<file path="src/hdl/plu_pkg.sv">
// Purpose: shared constants and types of the predicate logic unit
// Assumes: one predicate bit per element, fixed width below
// Notes: register offsets are byte addresses on the plain port

// ************************************************************
// package
// ************************************************************
package plu_pkg;

	// predicate width in bits (one bit per element)
	localparam int PRED_W = 16;
	localparam int ADDR_W = 4;
	localparam int DATA_W = 32;
	localparam int CNT_W = 16;

	// register offsets
	localparam logic [3:0] REG_CTRL = 4'h0;
	localparam logic [3:0] REG_STATUS = 4'h4;
	localparam logic [3:0] REG_COUNT = 4'h8;

	// control fields
	localparam int CTRL_ENABLE_BIT = 0;
	localparam logic CTRL_ENABLE_RST = 1'h1;

	// status fields
	localparam int STAT_FLAGS_LSB = 0;
	localparam int STAT_BAD_OP_BIT = 4;
	localparam int STAT_BUSY_BIT = 5;

	localparam logic [CNT_W-1:0] COUNT_RST = 16'h0000;

	// operation codes
	typedef enum logic [2:0]
	{
		conjunction_op = 3'h0,
		bit_clear_op = 3'h1,
		exclusive_or_op = 3'h2,
		not_conjunction_op = 3'h3,
		not_disjunction_op = 3'h4,
		predicate_flag_check = 3'h5
	} plu_op_type;

	// condition flags, msb first
	typedef struct packed
	{
		logic n;
		logic z;
		logic c;
		logic v;
	} plu_flags_type;

	localparam plu_flags_type FLAGS_RST = 4'h0;

	// one issued predicate instruction
	typedef struct packed
	{
		logic valid;
		logic [2:0] op;
		logic set_flags;
		logic [PRED_W-1:0] gov;
		logic [PRED_W-1:0] src_a;
		logic [PRED_W-1:0] src_b;
	} plu_req_type;

	// one produced answer
	typedef struct packed
	{
		logic valid;
		logic dest_write;
		logic [PRED_W-1:0] data;
		logic flags_valid;
		plu_flags_type flags;
	} plu_res_type;

endpackage

</file>
<file path="src/hdl/plu_predicate_logic_unit.sv">
// Purpose: bitwise logical operations on predicate registers
// Assumes: issuing pipeline runs on clock_i; single-stage answer
// Notes: register port has no wait states; read data one cycle late
//
// Functional notes
// - every predicate bit is its own element
// - flags from result; V always zero
// - inactive destination bits written as zero
// - flag check writes no destination, flags only
// - conjunction, plain and flag-setting
// - bit clear a and not b, both forms
// - exclusive or, plain and flag-setting
// - nand then mask inactive bits, both forms
// - nor then mask inactive bits, both forms
`timescale 1ns/1ps

module plu_predicate_logic_unit
(
	// clock and reset
	input wire logic clock_i,
	input wire logic nrst_i,

	// instruction issue
	input wire plu_pkg::plu_req_type req_i,

	// instruction answer
	output plu_pkg::plu_res_type res_o,

	// register port
	input wire logic [plu_pkg::ADDR_W-1:0] reg_addr_i,
	input wire logic [plu_pkg::DATA_W-1:0] reg_wdata_i,
	input wire logic reg_write_i,
	input wire logic reg_read_i,
	output logic [plu_pkg::DATA_W-1:0] reg_rdata_o
);

	// ************************************************************
	// flag helpers
	// ************************************************************

	// lowest-numbered active element of the result
	function automatic logic first_active(input logic [plu_pkg::PRED_W-1:0] res,
		input logic [plu_pkg::PRED_W-1:0] gov);
		logic found;
		logic bit_val;
		found = 1'b0;
		bit_val = 1'b0;
		for (int i = 0; i < plu_pkg::PRED_W; i++)
		begin
			if (!found && gov[i])
			begin
				found = 1'b1;
				bit_val = res[i];
			end
		end
		return bit_val;
	endfunction

	// highest-numbered active element of the result
	function automatic logic last_active(input logic [plu_pkg::PRED_W-1:0] res,
		input logic [plu_pkg::PRED_W-1:0] gov);
		logic found;
		logic bit_val;
		found = 1'b0;
		bit_val = 1'b0;
		for (int i = plu_pkg::PRED_W - 1; i >= 0; i--)
		begin
			if (!found && gov[i])
			begin
				found = 1'b1;
				bit_val = res[i];
			end
		end
		return bit_val;
	endfunction

	// ************************************************************
	// control and status state
	// ************************************************************
	logic enable;
	logic next_enable;
	logic bad_op;
	logic next_bad_op;
	logic [plu_pkg::CNT_W-1:0] op_count;
	logic [plu_pkg::CNT_W-1:0] next_op_count;
	plu_pkg::plu_flags_type last_flags;
	plu_pkg::plu_flags_type next_last_flags;
	logic [plu_pkg::DATA_W-1:0] next_reg_rdata;

	// ************************************************************
	// datapath
	// ************************************************************
	logic [plu_pkg::PRED_W-1:0] raw_bits;
	logic [plu_pkg::PRED_W-1:0] masked_bits;
	logic op_legal;
	logic take;
	plu_pkg::plu_op_type op_code;
	plu_pkg::plu_flags_type calc_flags;
	plu_pkg::plu_res_type next_res;

	assign op_code = plu_pkg::plu_op_type'(req_i.op);

	// per element: operate, then zero inactive bits
	genvar g;
	generate
		for (g = 0; g < plu_pkg::PRED_W; g++)
		begin : elem
			logic a;
			logic b;
			logic r;
			assign a = req_i.src_a[g];
			assign b = req_i.src_b[g];
			always_comb
			begin
				unique case (req_i.op)
					3'h0: r = a & b;
					3'h1: r = a & ~b;
					3'h2: r = a ^ b;
					3'h3: r = ~(a & b);
					3'h4: r = ~(a | b);
					3'h5: r = a;
					default: r = 1'b0;
				endcase
			end
			assign raw_bits[g] = r;
			// active exactly when the governing bit is one
			assign masked_bits[g] = raw_bits[g] & req_i.gov[g];
		end
	endgenerate

	always_comb
	begin
		unique case (op_code)
			plu_pkg::conjunction_op,
			plu_pkg::bit_clear_op,
			plu_pkg::exclusive_or_op,
			plu_pkg::not_conjunction_op,
			plu_pkg::not_disjunction_op,
			plu_pkg::predicate_flag_check: op_legal = 1'b1;
			default: op_legal = 1'b0;
		endcase
	end

	// illegal codes are dropped, not answered
	assign take = req_i.valid && enable && op_legal;

	// flags look only at active elements
	always_comb
	begin
		// a non-canonical governing predicate is the issuer's fault
		calc_flags.n = first_active(masked_bits, req_i.gov);
		calc_flags.z = ~|masked_bits;
		calc_flags.c = ~last_active(masked_bits, req_i.gov);
		calc_flags.v = 1'b0;
	end

	always_comb
	begin
		next_res = '0;
		next_res.flags = res_o.flags;
		if (take)
		begin
			next_res.valid = 1'b1;
			if (op_code == plu_pkg::predicate_flag_check)
			begin
				// test leaves destination alone, data held at zero
				next_res.dest_write = 1'b0;
				next_res.data = '0;
				next_res.flags_valid = 1'b1;
				next_res.flags = calc_flags;
			end
			else
			begin
				next_res.dest_write = 1'b1;
				next_res.data = masked_bits;
				next_res.flags_valid = req_i.set_flags;
				if (req_i.set_flags)
				begin
					next_res.flags = calc_flags;
				end
			end
		end
	end

	always_ff @(posedge clock_i or negedge nrst_i)
	begin
		if (!nrst_i)
		begin
			res_o <= '0;
		end
		else
		begin
			res_o <= next_res;
		end
	end

	// ************************************************************
	// register port
	// ************************************************************
	logic wr_ctrl;
	logic wr_status;
	logic wr_count;

	assign wr_ctrl = reg_write_i && (reg_addr_i == plu_pkg::REG_CTRL);
	assign wr_status = reg_write_i && (reg_addr_i == plu_pkg::REG_STATUS);
	assign wr_count = reg_write_i && (reg_addr_i == plu_pkg::REG_COUNT);

	always_comb
	begin
		next_enable = enable;
		if (wr_ctrl)
		begin
			next_enable = reg_wdata_i[plu_pkg::CTRL_ENABLE_BIT];
		end
	end

	// sticky error: a new bad code wins over a write-one clear
	always_comb
	begin
		next_bad_op = bad_op;
		if (wr_status && reg_wdata_i[plu_pkg::STAT_BAD_OP_BIT])
		begin
			next_bad_op = 1'b0;
		end
		if (req_i.valid && enable && !op_legal)
		begin
			next_bad_op = 1'b1;
		end
	end

	// counter wraps; a write reloads it, an op in the same cycle loses
	always_comb
	begin
		next_op_count = op_count;
		if (take)
		begin
			next_op_count = op_count + 16'h0001;
		end
		if (wr_count)
		begin
			next_op_count = reg_wdata_i[plu_pkg::CNT_W-1:0];
		end
	end

	always_comb
	begin
		next_last_flags = last_flags;
		if (take && (req_i.set_flags || op_code == plu_pkg::predicate_flag_check))
		begin
			next_last_flags = calc_flags;
		end
	end

	// unmapped offsets read as zero
	always_comb
	begin
		next_reg_rdata = '0;
		if (reg_read_i)
		begin
			unique case (reg_addr_i)
				plu_pkg::REG_CTRL:
				begin
					next_reg_rdata[plu_pkg::CTRL_ENABLE_BIT] = enable;
				end
				plu_pkg::REG_STATUS:
				begin
					next_reg_rdata[plu_pkg::STAT_FLAGS_LSB +: 4] = last_flags;
					next_reg_rdata[plu_pkg::STAT_BAD_OP_BIT] = bad_op;
					next_reg_rdata[plu_pkg::STAT_BUSY_BIT] = res_o.valid;
				end
				plu_pkg::REG_COUNT:
				begin
					next_reg_rdata[plu_pkg::CNT_W-1:0] = op_count;
				end
				default:
				begin
					next_reg_rdata = '0;
				end
			endcase
		end
	end

	always_ff @(posedge clock_i or negedge nrst_i)
	begin
		if (!nrst_i)
		begin
			enable <= plu_pkg::CTRL_ENABLE_RST;
			bad_op <= 1'b0;
			op_count <= plu_pkg::COUNT_RST;
			last_flags <= plu_pkg::FLAGS_RST;
			reg_rdata_o <= '0;
		end
		else
		begin
			enable <= next_enable;
			bad_op <= next_bad_op;
			op_count <= next_op_count;
			last_flags <= next_last_flags;
			reg_rdata_o <= next_reg_rdata;
		end
	end

endmodule

</file>
<file path="config.mk">
export PLATFORM = sky130hd
export DESIGN_NAME = plu_predicate_logic_unit
export DESIGN_NICKNAME = d
export VERILOG_FILES = /design/src/hdl/plu_pkg.sv /design/src/hdl/plu_predicate_logic_unit.sv
export SDC_FILE = /design/constraint.sdc
export NUM_CORES = 1
export LEC_CHECK = 0
export BUFFER_PORTS_ARGS = -buffer_cell sky130_fd_sc_hd__buf_4
export CAP_MARGIN = 20
export CORE_ASPECT_RATIO = 1.75
export CORE_UTILIZATION = 50
export CTS_CLUSTER_SIZE = 20
export DETAILED_ROUTE_END_ITERATION = 6
export GPL_TIMING_DRIVEN = 0
export PLACE_DENSITY = 0.91
export SLEW_MARGIN = 20
export SYNTH_ARGS = -nofsm -noshare
export SYNTH_HDL_FRONTEND = slang
export SYNTH_SLANG_ARGS = --single-unit
</file>
<file path="constraint.sdc">
create_clock -name clock_i -period 2.6 [get_ports clock_i]
set_input_delay 0.26 -clock clock_i [delete_from_list [all_inputs] [get_ports clock_i]]
set_output_delay 0.26 -clock clock_i [all_outputs]
set_load 0.02 [all_outputs]
</file>
==> results of run 1 <==
-- through the flow --
stage / setup WS (ns) / hold slack [ns] / utilization (%) / cells
floorplan: 0.658 / -0.0356 / - / 516
global placement: 0.0275 / 0.327 / 63.8 / 747
detailed placement: 0.0168 / 0.335 / 63.8 / 747
CTS: 0.322 / 0.0182 / 65.9 / 755
global route: 0.184 / 0.0579 / 65.9 / 755
finish: 0.270 / -0.00235 / 65.9 / 755
-- metal layers --
layer	vias to the layer above	track usage [%]	share of wire (%)
li1	1969	-	-
met1	1996	27.9	33
met2	192	53.3	56
met3	51	3.00	4.7
met4	0	20.8	6.4
met5	-	0	0
-- logic make-up (layout without fill, tap and decap cells) --
| group | after synthesis | count (layout) | synth area share, % |
|---|---|---|---|
| AO/OA/AOI/OAI | 97 | 97 | 15.4 |
| adder cells (fa/ha/maj) | 49 | 49 | 13.7 |
| multiplexers | 27 | 27 | 6.47 |
| XOR/XNOR | 15 | 15 | 2.94 |
| other | 1 | 17 | 0.0839 |
| AND/OR/NAND/NOR | 168 | 168 | 20.3 |
| flip-flops | 56 | 56 | 31.4 |
| buffers and inverters | 87 | 209 | 9.74 |
-- cell usage in the layout, fill, tap and decap left out, drive strengths merged, types with 3 or more instances in the layout --
cell type and count:
buf 143, dfrtp 55, nor2 53, inv 50
ha 49, nand2 30, a21oi 23, conb 17
o21ai 16, mux2 15, clkbuf 15, nor2b 12
mux2i 12, and2 12, nand3 12, nand4 10
xor2 10, nand2b 9, o22ai 8, and3 8
a22oi 6, o211ai 6, a22o 5, xnor2 5
nor3 5, o32ai 4, a221o 3, a31oi 3
a211oi 3, nor3b 3, o21a 3, nor4b 3
nor4 3
-- path summary, 6_finish.rpt --
kind	startpoint	end	slack, ns	cells past startpoint
worst min register to register	bad_op	bad_op	0.49	2
min in group clock_i	reg_read_i	reg_rdata_o[0]	0.21	3
max in group asynchronous	nrst_i	res_o[11]	2.17	1
worst min-delay path	nrst_i	reg_rdata_o[5]	-0.002	1
worst max register to register	enable	op_count[15]	0.64	7
worst max-delay path	req_i[51]	res_o[1]	0.27	8
-- layout make-up --
type	instances	area, um2
Fill cell	759	2960
Multi-Input combinational cell	373	2690
Sequential cell	56	1400
Timing Repair Buffer	114	856
Buffer	37	248
Inverter	50	188
Clock buffer	7	153
Tap cell	117	146
Clock inverter	1	30.0
-- power groups by stage --
stage | combinational, uW | sequential, uW | clock [uW]
5_1_grt | 930 | 1170 | 838
2_1_floorplan | 477 | 1160 | 0
4_1_cts | 839 | 1140 | 804
3_3_place_gp | 797 | 1150 | 0
3_5_place_dp | 832 | 1150 | 0
6_report | 842 | 1150 | 799
-- registers in the layout, indices dropped and copies added (netlist names) --
name	flops
bad_op	1
enable	1
op_count	16
reg_rdata_o	16
res_o	22
==> impl_metrics.py, run 1 <==
metrics = {
    "sta": {
        "setup_violations": 0,
        "fin_skew_ns": 0.00270,
        "post-route-period-util_pct": 89.6,
        "finalHoldWorstSlack_ns": -0.00235,
        "worst_pin_slew_ns": 0.693,
        "finalCriticalPeriod_ns": 2.33,
        "slew_violations": 0,
        "rsz0062_at_grt": "no",
        "max_freq_ghz": 0.429,
        "tns_ns": 0,
        "hold_viol": 8,
        "relSlewSlack_pct": 53.7,
    },
    "placed_design": {
        "place_area_um2": 5530,
        "portBuffers": 114,
        "place_congestion": 0.928,
        "place_hpwl_mm": 10.2,
    },
    "clock_network": {
        "cts_buffers": 5,
        "postCtsHoldBufs": 0,
        "cts_resized": 0,
        "cts_setup_buffers": 0,
        "clk_pin_slew_ns": 0.07,
        "htree_levels": 2,
        "cts_buffer_depth": 2,
        "cts-root-buf": "clkbuf_16",
        "cts_tree": "yes",
        "clk_latency_ns": 0.30,
        "cts.sinks": 56,
    },
    "yosys": {
        "syn_inst": 500,
        "yosysMostFrequentCell": "dfrtp_1",
        "synth.area.top_cells": "dfrtp_1, ha_1, nor2_1, inv_1, buf_4",
        "synthTopCellsByCount": "dfrtp_1, nor2_1, ha_1",
        "yosysUniqueCellTypes": 65,
        "synthFlopType": "dfrtp_1",
        "synth_edf_count": 0,
        "synth_area_um2": 4470,
        "yosysTopAreaCell": "dfrtp_1",
        "yosys_warnings": 0,
        "synth_top_area_share_pct": 30.8,
        "yosys_register_bits": 56,
        "synth_seq_area_share_pct": 31.4,
        "syn_area_per_cell_um2": 8.94,
        "synthArstFlopShare_pct": 100,
    },
    "floorplan": {
        "rows": 45,
        "core_um2": 8670,
        "ios": 148,
        "initial_core_util_pct": 51.6,
        "fp.dieW_um": 73.5,
        "dieHeight_um": 127,
        "die_area_um2": 9340,
    },
    "worst_setup_path": {
        "critPathKind": "in -> reg",
        "start_kind": "primary input",
        "crit_arrival_ns": 2.50,
        "worstPathCellList": "buf_4, buf_2, nor2_1, a32o_1, o21ai_0, a221o_1, nor3_1, nor3_2",
        "crit_path_max_fanout": 10,
        "crit_path_max_incr_delay_ns": 0.56,
        "end_kind": "register",
        "crit_required_ns": 2.77,
        "cpLargestDelayFamily": "simple AND/OR/NAND/NOR gates",
        "cp.buffers_inverters": 2,
        "cp_slowest_cell": "nor2_1",
    },
    "routing": {
        "drt_iter0_drc": 165,
        "drtPass1Iterations": 4,
        "drc": 0,
        "final_antenna_net_count": 0,
        "wl_per_cell_um": 16.8,
        "routed_wl_mm": 12.6,
        "viasPerCell": 5.57,
        "num_vias": 4208,
    },
    "pwr": {
        "power_uw": 2790,
        "p_clk_share_pct": 28.7,
        "p_seq_share_pct": 41.1,
        "power.switching_uw": 880,
        "ir_worst_vdd_mv": 0.409,
        "intPower_uw": 1910,
        "switching_share_pct": 31.6,
        "cellPowerDensity_nw_per_um2": 488,
        "combPwrFrac_pct": 30.2,
        "leakage_uw": 0.00292,
    },
    "finish": {
        "final_area_um2": 5720,
        "drive_gt1_share_pct": 26.6,
        "syn2layout_area_growth_pct": 27.8,
        "nNetsFinal": 779,
        "antenna_cells": 0,
    },
    "grt": {
        "antenna_found_initial": 0,
        "grt_pass1_wl_mm": 20.5,
        "grt_max_degree": 57,
        "track_usage_pct": 28.6,
        "grt-ovfl-total": 0,
        "grt_pass1_vias": 4377,
    },
    "hold_path": {
        "hold_path.class": "in -> async",
    },
    "job": {
        "drv_cap": 0,
    },
    "outcome": {
        "status": "finished with violations",
        "violations": "negative hold slack",
    },
}
Note: power is estimated with default switching activity, not from simulation.
==> run 2: changes to the inputs <==
--- a/config.mk
+++ b/config.mk
@@ -5,9 +5,11 @@
 export SDC_FILE = /design/constraint.sdc
 export NUM_CORES = 1
 export LEC_CHECK = 0
+export ABC_AREA = 1
 export BUFFER_PORTS_ARGS = -buffer_cell sky130_fd_sc_hd__buf_4
 export CAP_MARGIN = 20
 export CORE_ASPECT_RATIO = 1.75
+export CORE_MARGIN = 2
 export CORE_UTILIZATION = 50
 export CTS_CLUSTER_SIZE = 20
 export DETAILED_ROUTE_END_ITERATION = 6
==> run 2 against run 1 <==
  * Worst hold slack got worse by 0.0067 ns
  * Cell area rose by 1.2%
  * Non-clock buffer count fell by 8
  * Fmax up 6.2%
  * Highest routed layer unchanged
  * Critical endpoint is now op_count[15]
  * First-iteration DRC count grew 58%
  * The run still ends with negative hold slack left
  * Wire length down 3.0%
  * Combinational power up 6.7%
  * Core utilization is 1.5 points lower
  * Clock power shrank 16%
==> impl_metrics.py, run 2 <==
metrics = {
    "finish": {
        "regMostFlops": "res_o",
        "largestRegisters": "res_o x22, op_count x16, reg_rdata_o x16",
        "post-route-util_pct": 64.5,
        "mostFrequentLayoutCells": "buf_4, nand2_1, inv_1",
        "antenna_cells": 0,
        "nNetsFinal": 921,
        "largest_reg_flops": 22,
        "final_common_cell": "buf_4",
        "syn2layout_area_growth_pct": 25.9,
        "drive_gt1_share_pct": 24.1,
    },
    "floorplan": {
        "initial_core_util_pct": 51.2,
        "rows": 46,
        "ios": 148,
        "die_area_um2": 10000,
        "core_um2": 8980,
        "fp.dieW_um": 76.5,
        "dieHeight_um": 131,
    },
    "yosys": {
        "yosysUniqueCellTypes": 42,
        "synth_edf_count": 0,
        "synth.area.top_cells": "dfrtp_1, ha_1, nand2_1, inv_1, nor2_1",
        "synthArstFlopShare_pct": 100,
        "yosysMostFrequentCell": "nand2_1",
        "synth_area_um2": 4600,
        "yosysTopAreaCell": "dfrtp_1",
        "synthTopCellsByCount": "nand2_1, inv_1, nor2_1",
        "syn_inst": 645,
        "synth_seq_area_share_pct": 30.5,
        "syn_area_per_cell_um2": 7.13,
        "yosys_warnings": 0,
        "yosys_register_bits": 56,
        "synthFlopType": "dfrtp_1",
        "synth_top_area_share_pct": 29.9,
    },
    "sta": {
        "fin_skew_ns": 0.00450,
        "max_freq_ghz": 0.456,
        "relSlewSlack_pct": 53.5,
        "finalCriticalPeriod_ns": 2.19,
        "finalHoldWorstSlack_ns": -0.00908,
        "rsz0062_at_grt": "no",
        "slew_violations": 0,
        "worst_pin_slew_ns": 0.697,
        "post-route-period-util_pct": 84.4,
        "tns_ns": 0,
        "hold_viol": 4,
        "setup_violations": 0,
    },
    "placed_design": {
        "place_hpwl_mm": 9.99,
        "portBuffers": 111,
        "place_congestion": 0.940,
    },
    "pwr": {
        "intPower_uw": 1730,
        "switching_share_pct": 36.4,
        "combPwrFrac_pct": 33.0,
        "cellPowerDensity_nw_per_um2": 470,
        "leakage_uw": 0.00312,
        "p_clk_share_pct": 24.6,
        "p_seq_share_pct": 42.4,
        "power.switching_uw": 991,
        "ir_worst_vdd_mv": 0.407,
    },
    "routing": {
        "drt_iter0_drc": 261,
        "num_vias": 4733,
        "routed_wl_mm": 12.3,
        "drtPass1Iterations": 5,
        "viasPerCell": 5.26,
        "drc": 0,
        "wl_per_cell_um": 13.6,
        "final_antenna_net_count": 0,
    },
    "worst_setup_path": {
        "start_kind": "register",
        "crit_arrival_ns": 2.36,
        "crit_path_max_incr_delay_ns": 0.39,
        "cp_slowest_cell": "dfrtp_1",
        "worstPathCellList": "clkinv_1, nor3_2, nand3_1, nor2_1, nand2_1, nor2_4, nand4_2, nor3_2, nand3_1, xor2_1, nor2_1, o22ai_1",
        "critPathKind": "reg -> reg",
        "end_kind": "register",
        "crit_path_max_fanout": 4,
        "crit_required_ns": 2.77,
    },
    "grt": {
        "grt_busiest_layer": "met2",
        "grtUsageMet1_pct": 22.5,
        "antenna_found_initial": 0,
        "grtUsageMet2_pct": 51.7,
        "track_usage_pct": 24.7,
        "grt_pass1_wl_mm": 20.0,
        "grt_pass1_vias": 4630,
        "gr-usage-met3_pct": 4.46,
        "grt-ovfl-total": 0,
        "grt_max_degree": 57,
    },
    "clock_network": {
        "cts_resized": 0,
        "postCtsHoldBufs": 0,
        "cts-root-buf": "clkbuf_16",
        "clk_pin_slew_ns": 0.07,
        "cts.sinks": 56,
        "cts_buffer_depth": 2,
        "cts_setup_buffers": 0,
        "cts_buffers": 5,
        "clk_latency_ns": 0.29,
        "cts_tree": "yes",
        "htree_levels": 2,
    },
    "hold_path": {
        "hold_path.class": "in -> async",
    },
    "outcome": {
        "status": "finished with violations",
        "violations": "negative hold slack",
    },
    "job": {
        "drv_cap": 0,
    },
}
==> run 2: power by group through the flow <==
stage / logic (uW) / clock network (uW) / registers [uW]
after detailed placement: 889 / 0 / 1160
final: 898 / 670 / 1150
after global routing: 1010 / 726 / 1170
after floorplan: 534 / 0 / 1170
after global placement: 863 / 0 / 1160
after CTS: 891 / 680 / 1150
==> run 2: layout make-up <==
class	instances	area [um2]
fillers	795	3190
multi-input cells	461	2640
flip-flops and latches	56	1400
repair buffers	111	833
inverters	112	420
plain buffers	32	200
well taps	120	150
clock buffers	6	129
clock inverters	2	16.3
==> run 2: path summary, 6_finish.rpt <==
path / cells after the start / slack (ns) / start / to
max: 12 / 0.41 / op_count[0] / op_count[15]
min: 1 / -0.009 / nrst_i / reg_rdata_o[4]
max reg2reg: 12 / 0.41 / op_count[0] / op_count[15]
min reg2reg: 2 / 0.52 / bad_op / reg_rdata_o[4]
max in group asynchronous: 1 / 2.13 / nrst_i / op_count[13]
min in group clock_i: 3 / 0.22 / reg_wdata_i[1] / op_count[1]
==> run 2: cells by family after synthesis <==
group | Yosys count | share of synthesized area (%)
simple gates | 306 | 31.1
buf+inv | 144 | 13.5
compound gates | 83 | 10.3
flops | 56 | 30.5
fa+ha+maj | 49 | 13.3
xor+xnor | 5 | 0.952
other cells | 1 | 0.0816
mux | 1 | 0.245
==> run 2: critical path: cells and delay by family, from the launching register on <==
family	cells	cell delay (ns)
buf+inv	1	0.15
xor+xnor	1	0.16
flops	1	0.39
compound gates	1	0.07
simple gates	9	1.29
==> run 2: per-layer routing <==
metal / routed length [um] / vias to the layer above
li1: - / 2302
met4: 431 / 0
met5: 0 / -
met3: 731 / 41
met1: 4060 / 2190
met2: 7050 / 200
==> run 2: stage by stage <==
step           std cells  power [uW]  setup WS [ns]  hold WS [ns]  instance area [um2]
3_3_place_gp         892        2020          0.352         0.350                 5640
4_1_cts              900        2720          0.441        0.0302                 5790
2_1_floorplan        661        1700          0.752       -0.0356                 4660
3_5_place_dp         892        2050          0.312         0.349                 5640
6_report             900        2720          0.407      -0.00908                 5790
5_1_grt              900        2910          0.197        0.0643                 5790
